## src/cai_regs.svh

```systemverilog
// Constants of the CPU accumulator and index register block.
// Assumes it is included by bare name by the modules.
`ifndef CAI_REGS_SVH
`define CAI_REGS_SVH

// Widths and reset values
`define CAI_ACC_W 8
`define CAI_IDX_W 16
`define CAI_MAP_KBYTES 64
`define CAI_ACC_RST 8'h00
`define CAI_IDX_RST 16'h0000
`define CAI_CCR_RST 8'hd0

// Timing: cycles added by a second-index prefix
`define CAI_PREFIX_CYCLES 1

// Decimal adjust constants
`define CAI_BCD_DIGIT_MAX 4'h9
`define CAI_BCD_HI_LIMIT 4'h8
`define CAI_BCD_FIX_LO 8'h06
`define CAI_BCD_FIX_HI 8'h60

// Index step values
`define CAI_IDX_STEP_UP 16'h0001
`define CAI_IDX_STEP_DOWN 16'hffff
`define CAI_BYTE_ZERO 8'h00

`endif

```

## src/cai_pkg.sv

```systemverilog
// Types shared by the accumulator and index register block.
// Assumes cai_regs.svh sits in the same folder.
package cai_pkg;

  // Operations the block executes
  typedef enum logic [4:0] {
    cai_op_nop,
    cai_op_load_acc_a,
    cai_op_load_acc_b,
    cai_op_load_acc_d,
    cai_op_load_first_index,
    cai_op_load_second_index,
    cai_op_add_mem_to_acc_a,
    cai_op_add_mem_to_acc_b,
    cai_op_sub_mem_from_acc_a,
    cai_op_sub_mem_from_acc_b,
    cai_op_add_acc_b_into_acc_a,
    cai_op_sub_acc_b_from_acc_a,
    cai_op_cmp_acc_a_with_acc_b,
    cai_op_decimal_adjust_acc_a,
    cai_op_move_acc_a_to_flags,
    cai_op_move_flags_to_acc_a,
    cai_op_add_acc_b_to_first_index,
    cai_op_add_acc_b_to_second_index,
    cai_op_inc_first_index,
    cai_op_dec_first_index,
    cai_op_inc_second_index,
    cai_op_dec_second_index,
    cai_op_addr_first_index,
    cai_op_addr_second_index
  } cai_op_e;

  // Condition code layout, bit 7 down to bit 0
  typedef struct packed {
    logic s;
    logic x;
    logic h;
    logic i;
    logic n;
    logic z;
    logic v;
    logic c;
  } cai_ccr_s;

  // One command from the sequencer
  typedef struct packed {
    cai_op_e op;
    logic [15:0] data;
    logic [7:0] offset;
    cai_ccr_s ccr;
  } cai_cmd_s;

  typedef enum logic {cai_st_idle, cai_st_prefix} cai_state_e;

endpackage : cai_pkg

```

## src/cai_index_reg.sv

```systemverilog
// One 16-bit index register with load and wrapping add.
// Assumes the parent supplies a two's complement step for decrement.
`timescale 1ns/10ps
`include "cai_regs.svh"
module cai_index_reg import cai_pkg::*; #(
  parameter int IDX_W = `CAI_IDX_W
) (
  // Clock and reset
  input wire logic clk_sys_in,
  input wire logic rst_in,
  // Update controls
  input wire logic load_en_in,
  input wire logic [IDX_W-1:0] load_val_in,
  input wire logic add_en_in,
  input wire logic [IDX_W-1:0] add_val_in,
  // State
  output logic [IDX_W-1:0] value_out,
  output logic next_zero_out
);

  if (IDX_W != `CAI_IDX_W) begin : g_bad_width
    $error("cai_index_reg: index width must be 16");
  end

  // Carry out is dropped on purpose so the sum wraps
  logic [IDX_W-1:0] sum;
  assign sum = value_out + add_val_in;
  assign next_zero_out = (sum == '0);

  // Load wins over add; only one is ever asked per command
  always_ff @(posedge clk_sys_in) begin
    if (rst_in) begin
      value_out <= `CAI_IDX_RST;
    end else if (load_en_in) begin
      value_out <= load_val_in;
    end else if (add_en_in) begin
      value_out <= sum;
    end
  end

endmodule : cai_index_reg

```

## src/cai_core_regs.sv

```systemverilog
// Working registers of the CPU core: two accumulators, two index registers.
// Assumes a sequencer that holds cmd_in stable while cmd_ready_out is low,
// and that keeps the flag register itself, writing back ccr_out on ccr_wr_out.
`timescale 1ns/10ps
`include "cai_regs.svh"
module cai_core_regs import cai_pkg::*; #(
  parameter int ACC_W = `CAI_ACC_W
) (
  // Clock and reset
  input wire logic clk_sys_in,
  input wire logic rst_in,
  // Command port
  input wire cai_cmd_s cmd_in,
  input wire logic cmd_valid_in,
  output logic cmd_ready_out,
  // Register views
  output logic [ACC_W-1:0] acc_a_out,
  output logic [ACC_W-1:0] acc_b_out,
  output logic [2*ACC_W-1:0] acc_d_out,
  output logic [2*ACC_W-1:0] index_reg_first_out,
  output logic [2*ACC_W-1:0] index_reg_second_out,
  // Effective address
  output logic [2*ACC_W-1:0] ea_out,
  output logic ea_valid_out,
  // Flag write-back
  output cai_ccr_s ccr_out,
  output logic ccr_wr_out
);

  localparam int IDX_W = 2 * ACC_W;

  if (ACC_W != `CAI_ACC_W) begin : g_bad_width
    $error("cai_core_regs: accumulator width must be 8");
  end

  cai_state_e st;
  cai_state_e next_st;
  logic [ACC_W-1:0] acc_a;
  logic [ACC_W-1:0] acc_b;
  logic [IDX_W-1:0] idx [2];
  logic [1:0] idx_next_zero;

  // Operation decode
  cai_op_e op;
  assign op = cmd_in.op;
  wire ld_a = (op == cai_op_load_acc_a);
  wire ld_b = (op == cai_op_load_acc_b);
  wire ld_d = (op == cai_op_load_acc_d);
  wire ld_x = (op == cai_op_load_first_index);
  wire ld_y = (op == cai_op_load_second_index);
  wire add_a = (op == cai_op_add_mem_to_acc_a);
  wire add_b = (op == cai_op_add_mem_to_acc_b);
  wire sub_a = (op == cai_op_sub_mem_from_acc_a);
  wire sub_b = (op == cai_op_sub_mem_from_acc_b);
  wire ab_add = (op == cai_op_add_acc_b_into_acc_a);
  wire ab_sub = (op == cai_op_sub_acc_b_from_acc_a);
  wire ab_cmp = (op == cai_op_cmp_acc_a_with_acc_b);
  wire dec_adj = (op == cai_op_decimal_adjust_acc_a);
  wire a_to_ccr = (op == cai_op_move_acc_a_to_flags);
  wire ccr_to_a = (op == cai_op_move_flags_to_acc_a);
  wire bx_add = (op == cai_op_add_acc_b_to_first_index);
  wire by_add = (op == cai_op_add_acc_b_to_second_index);
  wire x_inc = (op == cai_op_inc_first_index);
  wire x_dec = (op == cai_op_dec_first_index);
  wire y_inc = (op == cai_op_inc_second_index);
  wire y_dec = (op == cai_op_dec_second_index);
  wire x_ea = (op == cai_op_addr_first_index);
  wire y_ea = (op == cai_op_addr_second_index);

  // Groups of operations
  wire uses_y = ld_y | by_add | y_inc | y_dec | y_ea;
  wire is_sub = sub_a | sub_b | ab_sub | ab_cmp;
  wire src_b = ab_add | ab_sub | ab_cmp;
  wire dst_b = add_b | sub_b;
  wire alu_op = add_a | add_b | sub_a | sub_b | ab_add | ab_sub | ab_cmp;
  wire half_op = add_a | add_b | ab_add;
  wire step_op = x_inc | x_dec | y_inc | y_dec;

  // Second-index commands wait one prefix cycle before they execute
  assign cmd_ready_out = !(cmd_valid_in && uses_y && st == cai_st_idle);
  wire exec = cmd_valid_in & cmd_ready_out;

  always_comb begin
    next_st = st;
    case (st)
      cai_st_idle: begin
        if (cmd_valid_in && uses_y) begin
          next_st = cai_st_prefix;
        end
      end
      cai_st_prefix: begin
        next_st = cai_st_idle;
      end
      default: begin
        next_st = cai_st_idle;
      end
    endcase
  end

  // Binary arithmetic; second accumulator is the source of the pair ops and the destination of its memory ops
  wire [ACC_W-1:0] alu_src = src_b ? acc_b : cmd_in.data[ACC_W-1:0];
  wire [ACC_W-1:0] alu_dst = dst_b ? acc_b : acc_a;
  wire [ACC_W:0] sum9 = {1'b0, alu_dst} + {1'b0, alu_src};
  wire [ACC_W:0] dif9 = {1'b0, alu_dst} - {1'b0, alu_src};
  wire [4:0] sum_lo = {1'b0, alu_dst[3:0]} + {1'b0, alu_src[3:0]};
  wire [ACC_W-1:0] alu_res = is_sub ? dif9[ACC_W-1:0] : sum9[ACC_W-1:0];
  wire alu_c = is_sub ? dif9[ACC_W] : sum9[ACC_W];
  wire d7 = alu_dst[ACC_W-1];
  wire s7 = alu_src[ACC_W-1];
  wire r7 = alu_res[ACC_W-1];
  wire alu_v = is_sub ? ((d7 & ~s7 & ~r7) | (~d7 & s7 & r7))
                      : ((d7 & s7 & ~r7) | (~d7 & ~s7 & r7));

  // Decimal adjust of the first accumulator only
  wire lo_fix = cmd_in.ccr.h | (acc_a[3:0] > `CAI_BCD_DIGIT_MAX);
  wire hi_fix = cmd_in.ccr.c | (acc_a[7:4] > `CAI_BCD_DIGIT_MAX) |
                ((acc_a[7:4] > `CAI_BCD_HI_LIMIT) & (acc_a[3:0] > `CAI_BCD_DIGIT_MAX));
  wire [ACC_W-1:0] bcd_fix = (hi_fix ? `CAI_BCD_FIX_HI : `CAI_BYTE_ZERO) |
                             (lo_fix ? `CAI_BCD_FIX_LO : `CAI_BYTE_ZERO);
  wire [ACC_W:0] bcd9 = {1'b0, acc_a} + {1'b0, bcd_fix};

  // Next accumulator values
  wire wr_a = ld_a | ld_d | add_a | sub_a | ab_add | ab_sub | dec_adj | ccr_to_a;
  wire wr_b = ld_b | ld_d | add_b | sub_b;
  wire [ACC_W-1:0] next_acc_a = ld_d ? cmd_in.data[IDX_W-1:ACC_W] :
                                ccr_to_a ? ACC_W'(cmd_in.ccr) :
                                dec_adj ? bcd9[ACC_W-1:0] :
                                ld_a ? cmd_in.data[ACC_W-1:0] : alu_res;
  wire [ACC_W-1:0] next_acc_b = (ld_d | ld_b) ? cmd_in.data[ACC_W-1:0] : alu_res;

  // Accumulators; the double accumulator is never stored twice
  always_ff @(posedge clk_sys_in) begin
    if (rst_in) begin
      acc_a <= `CAI_ACC_RST;
      acc_b <= `CAI_ACC_RST;
      st <= cai_st_idle;
    end else begin
      st <= next_st;
      if (exec && wr_a) begin
        acc_a <= next_acc_a;
      end
      if (exec && wr_b) begin
        acc_b <= next_acc_b;
      end
    end
  end

  assign acc_a_out = acc_a;
  assign acc_b_out = acc_b;
  assign acc_d_out = {acc_a, acc_b};

  // Index registers; the step is shared, the register select is per entry
  wire [IDX_W-1:0] idx_step = (bx_add | by_add) ? {`CAI_BYTE_ZERO, acc_b} :
                              (x_inc | y_inc) ? `CAI_IDX_STEP_UP : `CAI_IDX_STEP_DOWN;
  wire [1:0] idx_load = {ld_y, ld_x};
  wire [1:0] idx_add = {by_add | y_inc | y_dec, bx_add | x_inc | x_dec};

  for (genvar g = 0; g < 2; g++) begin : g_index
    cai_index_reg #(
      .IDX_W(IDX_W)
    ) u_index (
      .clk_sys_in(clk_sys_in),
      .rst_in(rst_in),
      .load_en_in(exec & idx_load[g]),
      .load_val_in(cmd_in.data),
      .add_en_in(exec & idx_add[g]),
      .add_val_in(idx_step),
      .value_out(idx[g]),
      .next_zero_out(idx_next_zero[g])
    );
  end

  assign index_reg_first_out = idx[0];
  assign index_reg_second_out = idx[1];

  // Indexed address: zero-extended offset, carry out dropped to wrap
  wire [IDX_W-1:0] ea_base = y_ea ? idx[1] : idx[0];
  wire [IDX_W-1:0] ea_sum = ea_base + {`CAI_BYTE_ZERO, cmd_in.offset};

  // Flag results; untouched flags pass through from the sequencer
  cai_ccr_s next_ccr;
  always_comb begin
    next_ccr = cmd_in.ccr;
    if (alu_op) begin
      next_ccr.n = r7;
      next_ccr.z = (alu_res == '0);
      next_ccr.v = alu_v;
      next_ccr.c = alu_c;
      if (half_op) begin
        next_ccr.h = sum_lo[4];
      end
    end else if (dec_adj) begin
      next_ccr.n = bcd9[ACC_W-1];
      next_ccr.z = (bcd9[ACC_W-1:0] == '0);
      next_ccr.c = hi_fix | bcd9[ACC_W];
    end else if (ld_a | ld_b) begin
      next_ccr.n = cmd_in.data[ACC_W-1];
      next_ccr.z = (cmd_in.data[ACC_W-1:0] == '0);
      next_ccr.v = 1'b0;
    end else if (ld_d | ld_x | ld_y) begin
      next_ccr.n = cmd_in.data[IDX_W-1];
      next_ccr.z = (cmd_in.data == '0);
      next_ccr.v = 1'b0;
    end else if (step_op) begin
      // Only zero is reported for counting steps
      next_ccr.z = (x_inc | x_dec) ? idx_next_zero[0] : idx_next_zero[1];
    end else if (a_to_ccr) begin
      // Software may clear the X mask this way but never set it
      next_ccr = cai_ccr_s'(acc_a);
      next_ccr.x = cmd_in.ccr.x & acc_a[6];
    end
  end

  // Outputs stand one cycle after execution, whatever the operand's address
  always_ff @(posedge clk_sys_in) begin
    if (rst_in) begin
      ea_out <= `CAI_IDX_RST;
      ea_valid_out <= 1'b0;
      ccr_out <= cai_ccr_s'(`CAI_CCR_RST);
      ccr_wr_out <= 1'b0;
    end else begin
      ea_valid_out <= exec & (x_ea | y_ea);
      ccr_wr_out <= exec & (op != cai_op_nop);
      if (exec && (x_ea || y_ea)) begin
        ea_out <= ea_sum;
      end
      if (exec) begin
        ccr_out <= next_ccr;
      end
    end
  end

  // The block has no bus port, so none of its registers appear in the map

endmodule : cai_core_regs

```

## config.mk

```make
export PLATFORM = sky130hd
export DESIGN_NAME = cai_core_regs
export DESIGN_NICKNAME = d
export VERILOG_FILES = /design/src/cai_pkg.sv /design/src/cai_index_reg.sv /design/src/cai_core_regs.sv
export VERILOG_INCLUDE_DIRS = /design/src
export SDC_FILE = /design/constraint.sdc
export NUM_CORES = 1
export LEC_CHECK = 0
export ABC_CLOCK_PERIOD_IN_PS = 3700
export BUFFER_PORTS_ARGS = -buffer_cell sky130_fd_sc_hd__buf_2
export CAP_MARGIN = 20
export CORE_ASPECT_RATIO = 0.5
export CORE_UTILIZATION = 53
export DETAILED_ROUTE_END_ITERATION = 7
export GPL_ROUTABILITY_DRIVEN = 1
export PLACE_DENSITY = 0.82
export SKIP_LAST_GASP = 1
export SYNTH_ARGS = -nofsm -noshare
export SYNTH_HDL_FRONTEND = slang
export SYNTH_HIERARCHICAL = 1
export SYNTH_SLANG_ARGS = --single-unit
```

## constraint.sdc

```tcl
create_clock -name clk_sys_in -period 3.7 [get_ports clk_sys_in]
set_clock_uncertainty 0.1 [all_clocks]
set_input_delay 0.185 -clock clk_sys_in [delete_from_list [all_inputs] [get_ports clk_sys_in]]
set_output_delay 0.185 -clock clk_sys_in [all_outputs]
set_load 0.01 [all_outputs]
```

# Word level (Yosys, flattened, before mapping)
# Index checks and enable logic that the tools add are counted.
# op_classes
n_reduce_logical,16
mul,0
shift,0
bitwise_logic,68
n_div,0
n_addsub,7
n_lt_le_gt_ge,3
eq_ne,23
muxes,41
# ops
operator,count
$mux W16,7
$mux W8,9
$logic_not A16 Y1,3
$or A1 B1 Y1,46
$eq A5 B4 Y1 const B,8
$eq A5 B5 Y1 const B,8
$add A16 B16 Y16,2
$logic_not A8 Y1,3
$eq A5 B3 Y1 const B,4
$and A1 B1 Y1,17
$add A16 B8 Y16,1
$mux W4,4
$gt A4 B4 Y1 const B,3
$mux W1,12
$eq A5 B2 Y1 const B,2
$add A8 B7 Y9,1
$add A8 B8 Y9,1
$mux W3,3
$sub A8 B8 Y9,1
$mux W7,1
$or A7 B3 Y7,1
$mux W2,3
$add A4 B4 Y5,1
$eq A5 B1 Y1 const B,1
8 further kinds,16
# totals
mem_count,0
inputBits,40
output_inout_bits,91
rom_bits,0
word_cells,174
ramBits,0
ff_bits,75
latchBits,0

# Longest topological paths before layout
# Gate-level depths: netlist (run 1).
# depth
ltp_word,12
depth_mapped,21
depth_no_buf,19

# By module
# Netlist (run 1), hierarchy kept.
# modules_own_cells
module,cells_per_inst,instances,area_each_um2
cai_core_regs,657,1,4739.5
cai_index_reg,207,2,1602.8

# Least setup slack after synthesis (run 1)
# Ideal clock, no wire load.
# synth_timing
path_kind,input to register
start,in cmd_in[36] in the netlist's numbering
end,reg ccr_out[2] in the netlist's numbering
cell_stages,20
t_required_ns,3.531
path_buffers,2
setup_ns,0.069
path_slack_ns,-0.320
arrival_ns,3.852
path_cell_list,buf_2 -> nand2b_1 -> clkbuf_1 -> nor3_1 -> nand2_1 -> nand2_1 -> ha_1 -> or2_2 -> a21o_1 -> a41oi_1 -> xnor2_1 -> o2111ai_1 -> nor4_1 -> and4_1 -> o22ai_1 -> a21oi_1 -> o21ai_1 -> a211o_1 -> a311o_1 -> o21ai_1
# synth_via
elab_chain_cells,12
# synth_lines
item,line,rtl
start: declaration,cai_core_regs.sv:13,"input wire cai_cmd_s cmd_in,"
"$eq A5 B5 Y1, on equally long branches","cai_core_regs.sv:63, cai_core_regs.sv:65",
$or A1 B1 Y1,cai_core_regs.sv:154,(x_inc | y_inc) ? `CAI_IDX_STEP_UP : `CAI_IDX_STEP_DOWN;
$mux W16 (no line),n/a,
$mux W16 (no line) *,n/a,
via idx_step[5],cai_core_regs.sv:153,"wire [IDX_W-1:0] idx_step = (bx_add | by_add) ? {`CAI_BYTE_ZERO, acc_b} :"
$add A16 B16 Y16 *,cai_index_reg.sv:27,assign sum = value_out + add_val_in;
$logic_not A16 Y1 *,cai_index_reg.sv:28,assign next_zero_out = (sum == '0);
via idx_next_zero[0],cai_core_regs.sv:41,logic [1:0] idx_next_zero;
$mux W1 *,cai_core_regs.sv:206,next_ccr.z = (x_inc | x_dec) ? idx_next_zero[0] : idx_next_zero[1];
$mux W1 *,cai_core_regs.sv:204,end else if (step_op) begin
$mux W3 *,cai_core_regs.sv:200,end else if (ld_d | ld_x | ld_y) begin
$mux W3 *,cai_core_regs.sv:196,end else if (ld_a | ld_b) begin
$mux W2 *,cai_core_regs.sv:192,end else if (dec_adj) begin
$mux W4 *,cai_core_regs.sv:184,if (alu_op) begin
end signal: assignment,cai_core_regs.sv:219,ccr_out <= cai_ccr_s'(`CAI_CCR_RST);
end signal: assignment,cai_core_regs.sv:228,ccr_out <= next_ccr;
end: declaration,cai_core_regs.sv:26,"output cai_ccr_s ccr_out,"
# The timed path passes the listed nets; every way through them passes the cells marked *.
# A chain may end at the register's enable or synchronous reset.

# Worst setup path after layout (run 1)
# Same ends and word-level chain as after synthesis.

==> flow_summary_export.csv, run 1 <==
group,metric,value,unit
logic_synthesis,ys_dominant_reg_cell,"sky130_fd_sc_hd__dfxtp_1",
floorplanning,die-area,15500,µm²
sta,tightest_slew,0.862,ns
power_and_ir_drop,net-switching-power,1.11,mW
hold_path,holdCritStartpoint,"cmd_in[4]",
layout,num_antenna_cells,0,
drt,post_drt_wl_per_cell,20.4,µm
logic_synthesis,netlist.area_leader.share,18.9,%
sta,finalHoldViolations,0,
floorplanning,core_region_area,14500,µm²
critical_path,worstSetupEndpointType,"flip-flop",
power_and_ir_drop,worst_vdd_ir,0.246,mV
logic_synthesis,proportion_of_register_bits_with_asynchronous_set_or_reset_after_synthesis,0,%
drt,detail_route.drc_violations,0,
job,max-cap-violations,0,
layout,fraction_of_layout_instances_using_a_drive_strength_above_1,32.4,%
power_and_ir_drop,internal-power,2.03,mW
hold_path,holdPathStages,3,
clocking,ctsRootBufferMaster,"sky130_fd_sc_hd__clkbuf_16",
drt,drt-pass1-iter-count,5,
logic_synthesis,ys_warn_count,6,
logic_synthesis,yosys.area.top_type,"sky130_fd_sc_hd__dfxtp_1",
critical_path,critical_path.max_fanout,6,
floorplanning,io-pin-count,131,
floorplanning,fp.dieW,175,µm
logic_synthesis,postSynthRegisterBits,75,
layout,area.growth.synth_to_final,33.9,%
global_routing,top_usage_layer,"met2",
layout,layout_common_cells,"sky130_fd_sc_hd__buf_4 (146), sky130_fd_sc_hd__buf_2 (129), sky130_fd_sc_hd__nand2_1 (116)",
global_routing,gr-usage-met3,6.70,%
power_and_ir_drop,seqPwrFrac,27.8,%
logic_synthesis,yosys.cell_types.count,87,
sta,fin_crit_sh,99.5,%
clocking,clock_tree.buffer_depth,2,
power_and_ir_drop,cellPowerDensity,295,nW/µm²
logic_synthesis,syn_inst,1071,
critical_path,worst_setup_path_start_kind,"input port",
logic_synthesis,synth.cell_area,7950,µm²
critical_path,setup_slack_of_the_most_critical_reg_to_reg_path,0.04,ns
global_routing,met2_usage,60.6,%
placement,detailed_place_hpwl,23300,µm
sta,finalSetupViolations,0,
global_routing,grt_max_degree,38,
floorplanning,core.rowCount,31,
layout,finalCoreUtilization,73.1,%
sta,rsz0062_at_grt,"yes",
sta,max_freq,0.272,GHz
clocking,worst_setup_hold_path_clk_slew,0.06,ns
placement,routabilityCongestion,1.04,
logic_synthesis,synth_fp_nets,1177,
sta,maxSlewViolCount,0,
power_and_ir_drop,p_comb_share,40.2,%
global_routing,grt_antenna_before_repair,0,
clocking,htree_num_levels,3,
layout,final_net_count,1408,
power_and_ir_drop,fraction_of_power_spent_switching_nets,35.3,%
clocking,cts.sinks,75,
global_routing,number_of_global_route_vias_before_repair,8240,
clocking,clk_latency,0.34,ns
power_and_ir_drop,cellLeakagePower,4.85,nW
hold_path,hold_path_class,"input port to flip-flop",
drt,wl,30700,µm
critical_path,crit_type,"input port to flip-flop",
status,status,"completed",
floorplanning,chip_height,88.6,µm
sta,slew-limit-headroom,42.1,%
global_routing,globalRoute.totalOverflow,0,
global_routing,gr-usage-met1,51.3,%
drt,drt_iter0_drc,967,
placement,port_buffers,130,
clocking,tritoncts_clock_tree,"yes",
critical_path,cp_data_arrival_time,3.86,ns
hold_path,whs_endpoint,"ccr_out[4]",
layout,final_standard_cell_count_with_taps_included_and_fillers_excluded,1505,
drt,via_count,9290,
logic_synthesis,sequential_fraction_of_the_synthesis_area,18.9,%
drt,detail_route.vias_per_cell,6.17,
placement,placed_cells_incl_taps,1476,
critical_path,regToRegStartpoint,"acc_b_out[0]",
logic_synthesis,synth.top_cells.by_area,"sky130_fd_sc_hd__dfxtp_1 (19%), sky130_fd_sc_hd__ha_1 (9.4%), sky130_fd_sc_hd__nand2_1 (5.8%)",
power_and_ir_drop,p_clk_share,31.9,%
global_routing,grt_usage,37.9,%
logic_synthesis,synth-edff-count,0,
clocking,cts_made_buffers,9,
critical_path,worstReg2RegEnd,"ccr_out[2]",
sta,setup_tns,0,ns
layout,mostFrequentLayoutCell,"sky130_fd_sc_hd__buf_4",
critical_path,worst_ep_required_time,3.88,ns
floorplanning,initial_utilization,54.6,%
logic_synthesis,syn_area_per_cell,7.42,µm²
sta,final.min_clock_period,3.68,ns
global_routing,grt_first_pass_wirelength,45100,µm
drt,drtAntennaViolNets,0,
critical_path,rr_worst_depth,17,
## Yosys cell counts, types with 6 or more instances
cell type	n
sky130_fd_sc_hd__nand2_1	122
sky130_fd_sc_hd__nor2_1	112
sky130_fd_sc_hd__a21oi_1	89
sky130_fd_sc_hd__dfxtp_1	75
sky130_fd_sc_hd__ha_1	60
sky130_fd_sc_hd__inv_1	53
sky130_fd_sc_hd__o21ai_0	42
sky130_fd_sc_hd__mux2i_1	38
sky130_fd_sc_hd__clkbuf_1	37
sky130_fd_sc_hd__nor3_1	33
sky130_fd_sc_hd__nand3_1	24
sky130_fd_sc_hd__a211oi_1	23
sky130_fd_sc_hd__o211ai_1	23
sky130_fd_sc_hd__xor2_1	22
sky130_fd_sc_hd__xnor2_1	21
sky130_fd_sc_hd__a21o_1	18
sky130_fd_sc_hd__buf_4	18
sky130_fd_sc_hd__o21a_1	16
sky130_fd_sc_hd__nand2b_1	15
sky130_fd_sc_hd__nor4_1	15
sky130_fd_sc_hd__or3_1	13
sky130_fd_sc_hd__nor2b_1	12
sky130_fd_sc_hd__mux2_2	10
sky130_fd_sc_hd__a211o_1	9
sky130_fd_sc_hd__a22oi_1	7
sky130_fd_sc_hd__a31oi_1	7
sky130_fd_sc_hd__nor3b_1	7
sky130_fd_sc_hd__o41ai_1	7
sky130_fd_sc_hd__or2_2	7
sky130_fd_sc_hd__a21oi_2	6
sky130_fd_sc_hd__buf_2	6
sky130_fd_sc_hd__fa_1	6
## metal layers
layer,vias to the layer above,routed length (µm),share of wire [%]
met2,485,13400,44
li1,4382,-,-
met4,0,1010,3.3
met5,-,0,0
met3,79,2850,9.3
met1,4344,13500,44
## worst max-delay path by stage
stage               startpoint    endpoint  slack, ns
floorplan           cmd_in[32]  ccr_out[2]      -0.20
global placement    cmd_in[36]  ccr_out[2]      -0.36
detailed placement  cmd_in[36]  ccr_out[2]      -0.48
CTS                 cmd_in[36]  ccr_out[2]      0.001
global route        cmd_in[36]  ccr_out[2]      -0.16
finish              cmd_in[36]  ccr_out[2]       0.02
## kinds of logic (layout without fill, tap and decap cells)
family	after synthesis	in the layout	synth area share (%)
xor+xnor	43	43	4.74
fa+ha+maj	66	66	11.0
mux	49	49	6.35
flops	75	75	18.9
simple gates	403	403	24.7
buf+inv	118	354	6.61
compound gates	317	317	27.7
## area by class of cell
cell class | count | area, µm²
Inverter | 54 | 206
Clock buffer | 12 | 256
Tap cell | 198 | 248
Multi-Input combinational cell | 878 | 6480
Sequential cell | 75 | 1500
Timing Repair Buffer | 284 | 1870
Clock inverter | 4 | 72.6
Fill cell | 1158 | 3910
## through the flow
stage	area, µm²	hold slack (ns)	worst slack (ns)	total power, mW
6_report	10600	0.0792	0.0197	3.14
5_1_grt	10600	0.0845	-0.158	3.25
4_1_cts	10100	0.0842	0.00121	3.00
3_5_place_dp	9700	0.341	-0.477	2.00
3_3_place_gp	9700	0.337	-0.357	1.99
2_1_floorplan	8050	0.220	-0.196	1.57
## what timing repair did
| item | CTS | global route |
|---|---|---|
| gates cloned | 0 | 1 |
| setup endpoints to repair | 1 | 3 |
| hold buffers | 0 | 0 |
| hold endpoints to repair | 0 | 0 |
| resized for setup | 7 | 83 |
| buffers inserted | 1 | 11 |
| pin swaps | 3 | 37 |
## critical path, stage by stage
cell and delay [ns]:
sky130_fd_sc_hd__buf_2 0.13, sky130_fd_sc_hd__nor2b_4 0.17, sky130_fd_sc_hd__o21a_4 0.18, sky130_fd_sc_hd__buf_4 0.13
sky130_fd_sc_hd__clkinvlp_4 0.13, sky130_fd_sc_hd__buf_4 0.18, sky130_fd_sc_hd__clkbuf_16 0.16, sky130_fd_sc_hd__ha_1 0.26
sky130_fd_sc_hd__or4_2 0.70, sky130_fd_sc_hd__o21ai_2 0.10, sky130_fd_sc_hd__a21oi_2 0.06, sky130_fd_sc_hd__mux2i_1 0.21
sky130_fd_sc_hd__and4_1 0.28, sky130_fd_sc_hd__o22ai_2 0.11, sky130_fd_sc_hd__a21oi_1 0.17, sky130_fd_sc_hd__o21ai_1 0.09
sky130_fd_sc_hd__a211o_1 0.29, sky130_fd_sc_hd__a311o_1 0.25, sky130_fd_sc_hd__o21ai_1 0.06
## sequential cells by signal, summed over array words and instances, names as in the netlist
register and cells:
g_index.u_index/value_out 32, ea_out 16, acc_a_out 8, acc_b_out 8, ccr_out 8, ccr_wr_out 1, ea_valid_out 1, st 1
## power groups by stage
| stage | Combinational (mW) | Sequential (mW) | Clock, mW |
|---|---|---|---|
| 2_1_floorplan | 0.674 | 0.897 | 0 |
| 3_3_place_gp | 1.10 | 0.887 | 0 |
| 3_5_place_dp | 1.12 | 0.889 | 0 |
| 4_1_cts | 1.13 | 0.871 | 0.997 |
| 5_1_grt | 1.35 | 0.876 | 1.02 |
| 6_report | 1.26 | 0.874 | 1.00 |
Power figures use the tool's default switching activity.
==> inputs of run 2 (changes only) <==
--- a/config.mk
+++ b/config.mk
@@ -13,6 +13,7 @@
 export CORE_UTILIZATION = 53
 export DETAILED_ROUTE_END_ITERATION = 7
 export GPL_ROUTABILITY_DRIVEN = 1
+export MAX_ROUTING_LAYER = met4
 export PLACE_DENSITY = 0.82
 export SKIP_LAST_GASP = 1
 export SYNTH_ARGS = -nofsm -noshare
==> run 2 against run 1 <==
Compared with the run above: global-route usage grew 2.0 points; first-iteration DRC count grew 14%; routed wire length grew 0.76%; combinational power is essentially flat; sequential share of layout area is essentially flat; critical path depth is the same; via count grew 2.2%; fmax grew 1.6%; utilization grew 0.20 points; worst setup slack gained 0.058 ns; sequential power is essentially flat; critical endpoint unchanged.
==> flow_summary_export.csv, run 2 (synthesis gave the netlist of run 1 again) <==
group,metric,value,unit
status,status,"completed",
power_and_ir_drop,seqPwrFrac,28.7,%
clocking,cts_hold_buf,0,
sta,finalHoldViolations,0,
critical_path,critical_path.max_fanout,7,
hold_path,holdPathStages,3,
placement,post_dp_cell_area,9720,µm²
sta,finalSetupViolations,0,
clocking,htree_num_levels,3,
global_routing,globalRoute.totalOverflow,0,
layout,largest_reg_flops,32,
critical_path,worstReg2RegEnd,"ccr_out[2]",
clocking,cts_made_buffers,9,
power_and_ir_drop,cellLeakagePower,4.86,nW
power_and_ir_drop,worst_vdd_ir,0.191,mV
sta,rsz0062_at_grt,"yes",
sta,fin_crit_sh,97.9,%
clocking,cts.sinks,75,
layout,area.growth.synth_to_final,34.2,%
placement,placed_cells_incl_taps,1478,
power_and_ir_drop,post_layout_power,3.04,mW
sta,tightest_slew,0.814,ns
critical_path,worst_setup_path_start_kind,"input port",
layout,post-route-cell-area,10700,µm²
clocking,worst_setup_hold_path_clk_slew,0.06,ns
placement,routabilityCongestion,1.00,
power_and_ir_drop,internal-power,1.94,mW
global_routing,grt_usage,39.9,%
critical_path,worst_ep_required_time,3.87,ns
sta,max_freq,0.276,GHz
clocking,clk_latency,0.34,ns
job,max-cap-violations,0,
critical_path,cp_data_arrival_time,3.79,ns
clocking,tritoncts_clock_tree,"yes",
critical_path,regToRegStartpoint,"acc_b_out[4]",
layout,num_antenna_cells,0,
global_routing,grt_first_pass_wirelength,46400,µm
critical_path,worstSetupEndpointType,"flip-flop",
drt,post_drt_wl_per_cell,20.5,µm
drt,drtAntennaViolNets,0,
drt,wl,31000,µm
hold_path,whs_endpoint,"acc_b_out[0]",
drt,detail_route.vias_per_cell,6.27,
power_and_ir_drop,cellPowerDensity,285,nW/µm²
floorplanning,core_region_area,14500,µm²
layout,final_standard_cell_count_with_taps_included_and_fillers_excluded,1513,
drt,via_count,9492,
sta,slew-limit-headroom,45.1,%
hold_path,holdCritStartpoint,"cmd_in[16]",
layout,final_net_count,1417,
critical_path,critical_path.startpoint,"cmd_in[33]",
critical_path,crit_type,"input port to flip-flop",
sta,final.min_clock_period,3.62,ns
layout,mostFrequentLayoutCell,"sky130_fd_sc_hd__buf_4",
critical_path,setup_slack_of_the_most_critical_reg_to_reg_path,0.10,ns
hold_path,hold_path_class,"input port to flip-flop",
floorplanning,initial_utilization,54.6,%
global_routing,grt_max_degree,39,
global_routing,number_of_global_route_vias_before_repair,8604,
floorplanning,die-area,15500,µm²
clocking,clock_tree.buffer_depth,2,
floorplanning,io-pin-count,131,
clocking,ctsRootBufferMaster,"sky130_fd_sc_hd__clkbuf_16",
floorplanning,core.rowCount,31,
sta,maxSlewViolCount,0,
layout,fraction_of_layout_instances_using_a_drive_strength_above_1,33.0,%
drt,detail_route.drc_violations,0,
placement,port_buffers,130,
global_routing,grt_antenna_before_repair,0,
placement,detailed_place_hpwl,23600,µm
layout,layout_common_cells,"sky130_fd_sc_hd__buf_4 (160), sky130_fd_sc_hd__buf_2 (125), sky130_fd_sc_hd__nand2_1 (114)",
power_and_ir_drop,net-switching-power,1.11,mW
floorplanning,fp.dieW,175,µm
power_and_ir_drop,p_clk_share,28.9,%
layout,largest_registers,"g_index.u_index/value_out (32), ea_out (16)",
sta,final.hold.worst_slack,0.102,ns
drt,drt_iter0_drc,1104,
power_and_ir_drop,p_comb_share,42.4,%
critical_path,rr_worst_depth,18,
floorplanning,chip_height,88.6,µm
layout,registers.top_by_ff_count,"g_index.u_index/value_out",
power_and_ir_drop,fraction_of_power_spent_switching_nets,36.4,%
drt,drt-pass1-iter-count,6,
==> run 2: power groups by stage <==
| stage | logic (mW) | clock network, mW | registers [mW] |
|---|---|---|---|
| detailed placement | 1.12 | 0 | 0.888 |
| CTS | 1.19 | 0.882 | 0.871 |
| global placement | 1.10 | 0 | 0.887 |
| global route | 1.38 | 0.925 | 0.876 |
| finish | 1.29 | 0.878 | 0.874 |
| floorplan | 0.674 | 0 | 0.897 |
==> run 2: cell type report <==
type | instances | area [µm²]
clock buffer | 10 | 229
clock inverter | 5 | 55.1
fill | 1174 | 3880
inverter | 54 | 206
multi-input combinational | 878 | 6480
sequential | 75 | 1500
tap | 198 | 248
timing repair buffer | 293 | 1950
==> run 2: worst max path at each step <==
stage                             to  slack [ns]  cells after the start
after detailed placement  ccr_out[2]       -0.52                     18
final                     ccr_out[2]        0.08                     19
after CTS                 ccr_out[2]       0.006                     20
after global placement    ccr_out[2]       -0.51                     18
after global routing      ccr_out[2]       -0.08                     21
after floorplan           ccr_out[2]       -0.20                     19
==> run 2: what timing repair did <==
item,4_1_cts,5_1_grt
resized for setup,37,68
buffers inserted,12,9
endpoints found under the setup margin,1,3
pin swaps,29,44
endpoints found under the hold margin,0,0
==> run 2: worst max-delay path, stage by stage <==
cell                         delay (ns)
sky130_fd_sc_hd__buf_12            0.11
sky130_fd_sc_hd__a21oi_4           0.15
sky130_fd_sc_hd__o21a_4            0.29
sky130_fd_sc_hd__clkinvlp_4        0.18
sky130_fd_sc_hd__buf_6             0.16
sky130_fd_sc_hd__ha_4              0.15
sky130_fd_sc_hd__or2_4             0.24
sky130_fd_sc_hd__buf_4             0.15
sky130_fd_sc_hd__or4_2             0.53
sky130_fd_sc_hd__o21ai_0           0.12
sky130_fd_sc_hd__a21oi_2           0.07
sky130_fd_sc_hd__mux2i_1           0.19
sky130_fd_sc_hd__and4_1            0.27
sky130_fd_sc_hd__o22ai_2           0.13
sky130_fd_sc_hd__a21oi_1           0.16
sky130_fd_sc_hd__o21ai_1           0.08
sky130_fd_sc_hd__a211o_1           0.29
sky130_fd_sc_hd__a311o_1           0.25
sky130_fd_sc_hd__o21ai_1           0.07
==> run 2: per-layer routing <==
| layer | vias to the layer above | global-route usage [%] | routed length, µm |
|---|---|---|---|
| met5 | - | - | 0 |
| met4 | 0 | 13.8 | 1040 |
| met3 | 90 | 7.39 | 2420 |
| met2 | 495 | 64.2 | 13900 |
| met1 | 4523 | 50.5 | 13600 |
| li1 | 4384 | - | - |
==> run 2: per-stage QoR <==
step	TNS, ns	util [%]	worst slack, ns
finish	0	73.3	0.0779
global route	-0.0769	73.3	-0.0769
CTS	0	70.7	0.00551
detailed placement	-0.633	66.8	-0.521
global placement	-0.608	66.8	-0.508
floorplan	-0.196	-	-0.196
==> inputs of run 3 (changes only) <==
--- a/config.mk
+++ b/config.mk
@@ -18,5 +18,4 @@
 export SKIP_LAST_GASP = 1
 export SYNTH_ARGS = -nofsm -noshare
 export SYNTH_HDL_FRONTEND = slang
-export SYNTH_HIERARCHICAL = 1
 export SYNTH_SLANG_ARGS = --single-unit
==> run 3 against run 2 <==
Compared with the run above: synthesized cell count is 6.3% lower; power down 9.0%; critical endpoint unchanged; first-iteration DRC count down 20%; worst hold slack worse by 0.10 ns; register-to-register slack gained 0.16 ns; combinational power down 23%; die area down 4.0%.
==> flow_summary_export.csv, run 3 <==
group,metric,value,unit
logic_synthesis,proportion_of_register_bits_with_asynchronous_set_or_reset_after_synthesis,0,%
layout,final_net_count,1304,
drt,via_count,8721,
drt,drtAntennaViolNets,0,
power_and_ir_drop,seqPwrFrac,31.5,%
sta,finalHoldViolations,0,
global_routing,grt_usage,38.0,%
logic_synthesis,synth_commonest_cells,"sky130_fd_sc_hd__nand2_1 (124), sky130_fd_sc_hd__a21oi_1 (88), sky130_fd_sc_hd__nor2_1 (88)",
critical_path,critical_path.max_fanout,8,
drt,detail_route.vias_per_cell,6.26,
clocking,cts_made_buffers,9,
logic_synthesis,synth_fp_nets,1109,
sta,final.setup.worst_slack,0.203,ns
sta,final.min_clock_period,3.50,ns
sta,finalSetupViolations,0,
clocking,clk_latency,0.34,ns
critical_path,crit_type,"input port to flip-flop",
placement,port_buffers,130,
sta,tightest_slew,0.774,ns
clocking,cts.sinks,75,
power_and_ir_drop,fraction_of_power_spent_switching_nets,34.6,%
critical_path,worst_setup_path_start_kind,"input port",
drt,detail_route.drc_violations,0,
critical_path,setup_slack_of_the_most_critical_reg_to_reg_path,0.26,ns
sta,rsz0062_at_grt,"no",
logic_synthesis,postSynthRegisterBits,75,
logic_synthesis,yosys.area.top_type,"sky130_fd_sc_hd__dfxtp_1",
logic_synthesis,netlist.area_leader.share,19.7,%
global_routing,globalRoute.totalOverflow,0,
global_routing,grt_max_degree,66,
logic_synthesis,ys_warn_count,0,
clocking,worst_setup_hold_path_clk_slew,0.07,ns
floorplanning,core.rowCount,30,
global_routing,grt_first_pass_wirelength,42100,µm
hold_path,hold_path_class,"input port to flip-flop",
drt,post_drt_wl_per_cell,19.6,µm
logic_synthesis,yosys.cell_types.count,88,
floorplanning,initial_utilization,55.3,%
drt,drt-pass1-iter-count,6,
drt,wl,27300,µm
power_and_ir_drop,p_clk_share,32.8,%
layout,num_antenna_cells,0,
clocking,tritoncts_clock_tree,"yes",
layout,registers.top_by_ff_count,"g_index.u_index.value_out",
logic_synthesis,ys_dominant_reg_cell,"sky130_fd_sc_hd__dfxtp_1",
power_and_ir_drop,cellPowerDensity,296,nW/µm²
floorplanning,die-area,14900,µm²
layout,final.fill_count,1183,
layout,area.growth.synth_to_final,22.9,%
status,status,"completed",
power_and_ir_drop,p_comb_share,35.7,%
logic_synthesis,synth.cell_area,7620,µm²
logic_synthesis,synth.most_common_cell,"sky130_fd_sc_hd__nand2_1",
layout,largest_registers,"g_index.u_index.value_out (32), ea_out (16)",
layout,mostFrequentLayoutCell,"sky130_fd_sc_hd__buf_2",
layout,layout_common_cells,"sky130_fd_sc_hd__buf_2 (130), sky130_fd_sc_hd__nand2_1 (124), sky130_fd_sc_hd__buf_4 (120)",
critical_path,cp_data_arrival_time,3.67,ns
sta,fin_crit_sh,94.5,%
floorplanning,core_region_area,13800,µm²
sta,maxSlewViolCount,0,
sta,setup_tns,0,ns
logic_synthesis,synth.top_cells.by_area,"sky130_fd_sc_hd__dfxtp_1 (20%), sky130_fd_sc_hd__ha_1 (9.8%), sky130_fd_sc_hd__nand2_1 (6.1%)",
power_and_ir_drop,net-switching-power,0.960,mW
sta,max_freq,0.286,GHz
power_and_ir_drop,internal-power,1.81,mW
layout,finalCoreUtilization,68.0,%
global_routing,grt_antenna_before_repair,0,
floorplanning,io-pin-count,131,
clocking,ctsRootBufferMaster,"sky130_fd_sc_hd__clkbuf_16",
logic_synthesis,synth-edff-count,0,
layout,fraction_of_layout_instances_using_a_drive_strength_above_1,26.3,%
layout,area_of_the_multi_input_gates,5610,µm²
placement,pre_cts_ws,-0.0749,ns
critical_path,worst_ep_required_time,3.88,ns
floorplanning,fp.dieW,172,µm
power_and_ir_drop,cellLeakagePower,4.34,nW
logic_synthesis,syn_area_per_cell,7.60,µm²
layout,post-route-cell-area,9370,µm²
placement,routabilityCongestion,1.04,
placement,detailed_place_hpwl,21100,µm
job,max-cap-violations,0,
drt,drt_iter0_drc,878,
layout,regArea,1500,µm²
floorplanning,chip_height,86.8,µm
layout,final_standard_cell_count_with_taps_included_and_fillers_excluded,1394,
sta,slew-limit-headroom,48.4,%
global_routing,number_of_global_route_vias_before_repair,7885,
placement,placed_cells_incl_taps,1379,
critical_path,worstSetupEndpointType,"flip-flop",
logic_synthesis,syn_inst,1003,
logic_synthesis,sequential_fraction_of_the_synthesis_area,19.7,%
clocking,cts_hold_buf,0,
power_and_ir_drop,worst_vdd_ir,0.232,mV
layout,largest_reg_flops,32,
placement,post_dp_cell_area,9060,µm²
clocking,clock_tree.buffer_depth,2,
clocking,htree_num_levels,3,
[run 3: cell types whose count changed after synthesis, sizes merged, moves of 11 or more]
cell / previous run / this run
nor2: 114 / 91
o211ai: 27 / 15
inv: 53 / 41
buf: 27 / 39
a22oi: 7 / 18
mux2: 11 / 23
[run 3: path summary, 6_finish.rpt]
| kind | from | end | cells past startpoint |
|---|---|---|---|
| min | cmd_valid_in | st | 3 |
| min reg2reg | ea_out[9] | ea_out[9] | 2 |
| max | cmd_in[34] | ccr_out[2] | 16 |
| max reg2reg | acc_a_out[1] | ccr_out[2] | 12 |
[run 3: worst max-delay path, stage by stage]
cell                       delay, ns
sky130_fd_sc_hd__buf_2          0.12
sky130_fd_sc_hd__inv_1          0.06
sky130_fd_sc_hd__nor2_1         0.12
sky130_fd_sc_hd__a22oi_1        0.10
sky130_fd_sc_hd__or3_1          0.38
sky130_fd_sc_hd__buf_4          0.21
sky130_fd_sc_hd__mux2_2         0.34
sky130_fd_sc_hd__fa_1           0.43
sky130_fd_sc_hd__a211oi_1       0.33
sky130_fd_sc_hd__nor2_1         0.09
sky130_fd_sc_hd__mux2i_1        0.20
sky130_fd_sc_hd__xnor2_1        0.12
sky130_fd_sc_hd__or4b_4         0.54
sky130_fd_sc_hd__o41ai_2        0.27
sky130_fd_sc_hd__a32oi_1        0.09
sky130_fd_sc_hd__nand2_1        0.10
[run 3: what timing repair did]
action                                  in CTS  in global routing
gates resized for setup                      0                  3
setup buffers                                0                  0
endpoints found under the hold margin        0                  0
endpoints found under the setup margin       0                  2
[run 3: layout make-up]
cell class                      instances  area share, %
Timing Repair Buffer                  251           16.8
Sequential cell                        75           16.0
Tap cell                              192           2.56
Inverter                               41           1.64
Clock buffer                           11           2.59
Clock inverter                          4          0.548
Multi-Input combinational cell        820           59.9
[run 3: metrics by stage]
| step | hold slack [ns] | power (mW) |
|---|---|---|
| after floorplan | 0.244 | 1.49 |
| after global placement | 0.336 | 1.83 |
| after detailed placement | 0.343 | 1.85 |
| after CTS | 0.00368 | 2.74 |
| after global routing | 0.0327 | 2.89 |
| final | 0.00172 | 2.77 |
[run 3: cell families after synthesis]
kind of cell    count (synthesis)  share of synthesized area (%)
simple gates                  362                           23.0
compound gates                291                           25.3
buf+inv                       108                           7.06
fa+ha+maj                      68                           11.7
mux                            59                           8.50
xor+xnor                       40                           4.69
flops                          75                           19.7
[run 3: layer usage]
metal / track usage [%] / wire (µm)
met4: 13.0 / 836
met1: 49.2 / 11600
met2: 57.1 / 11700
met3: 10.0 / 3170
met5: - / 0
[run 3: power by group through the flow]
stage	clock, mW	combinational, mW	sequential [mW]
after floorplan	0	0.592	0.893
after global placement	0	0.945	0.888
after detailed placement	0	0.958	0.888
after CTS	0.908	0.965	0.871
after global routing	0.947	1.07	0.875
final	0.908	0.990	0.873
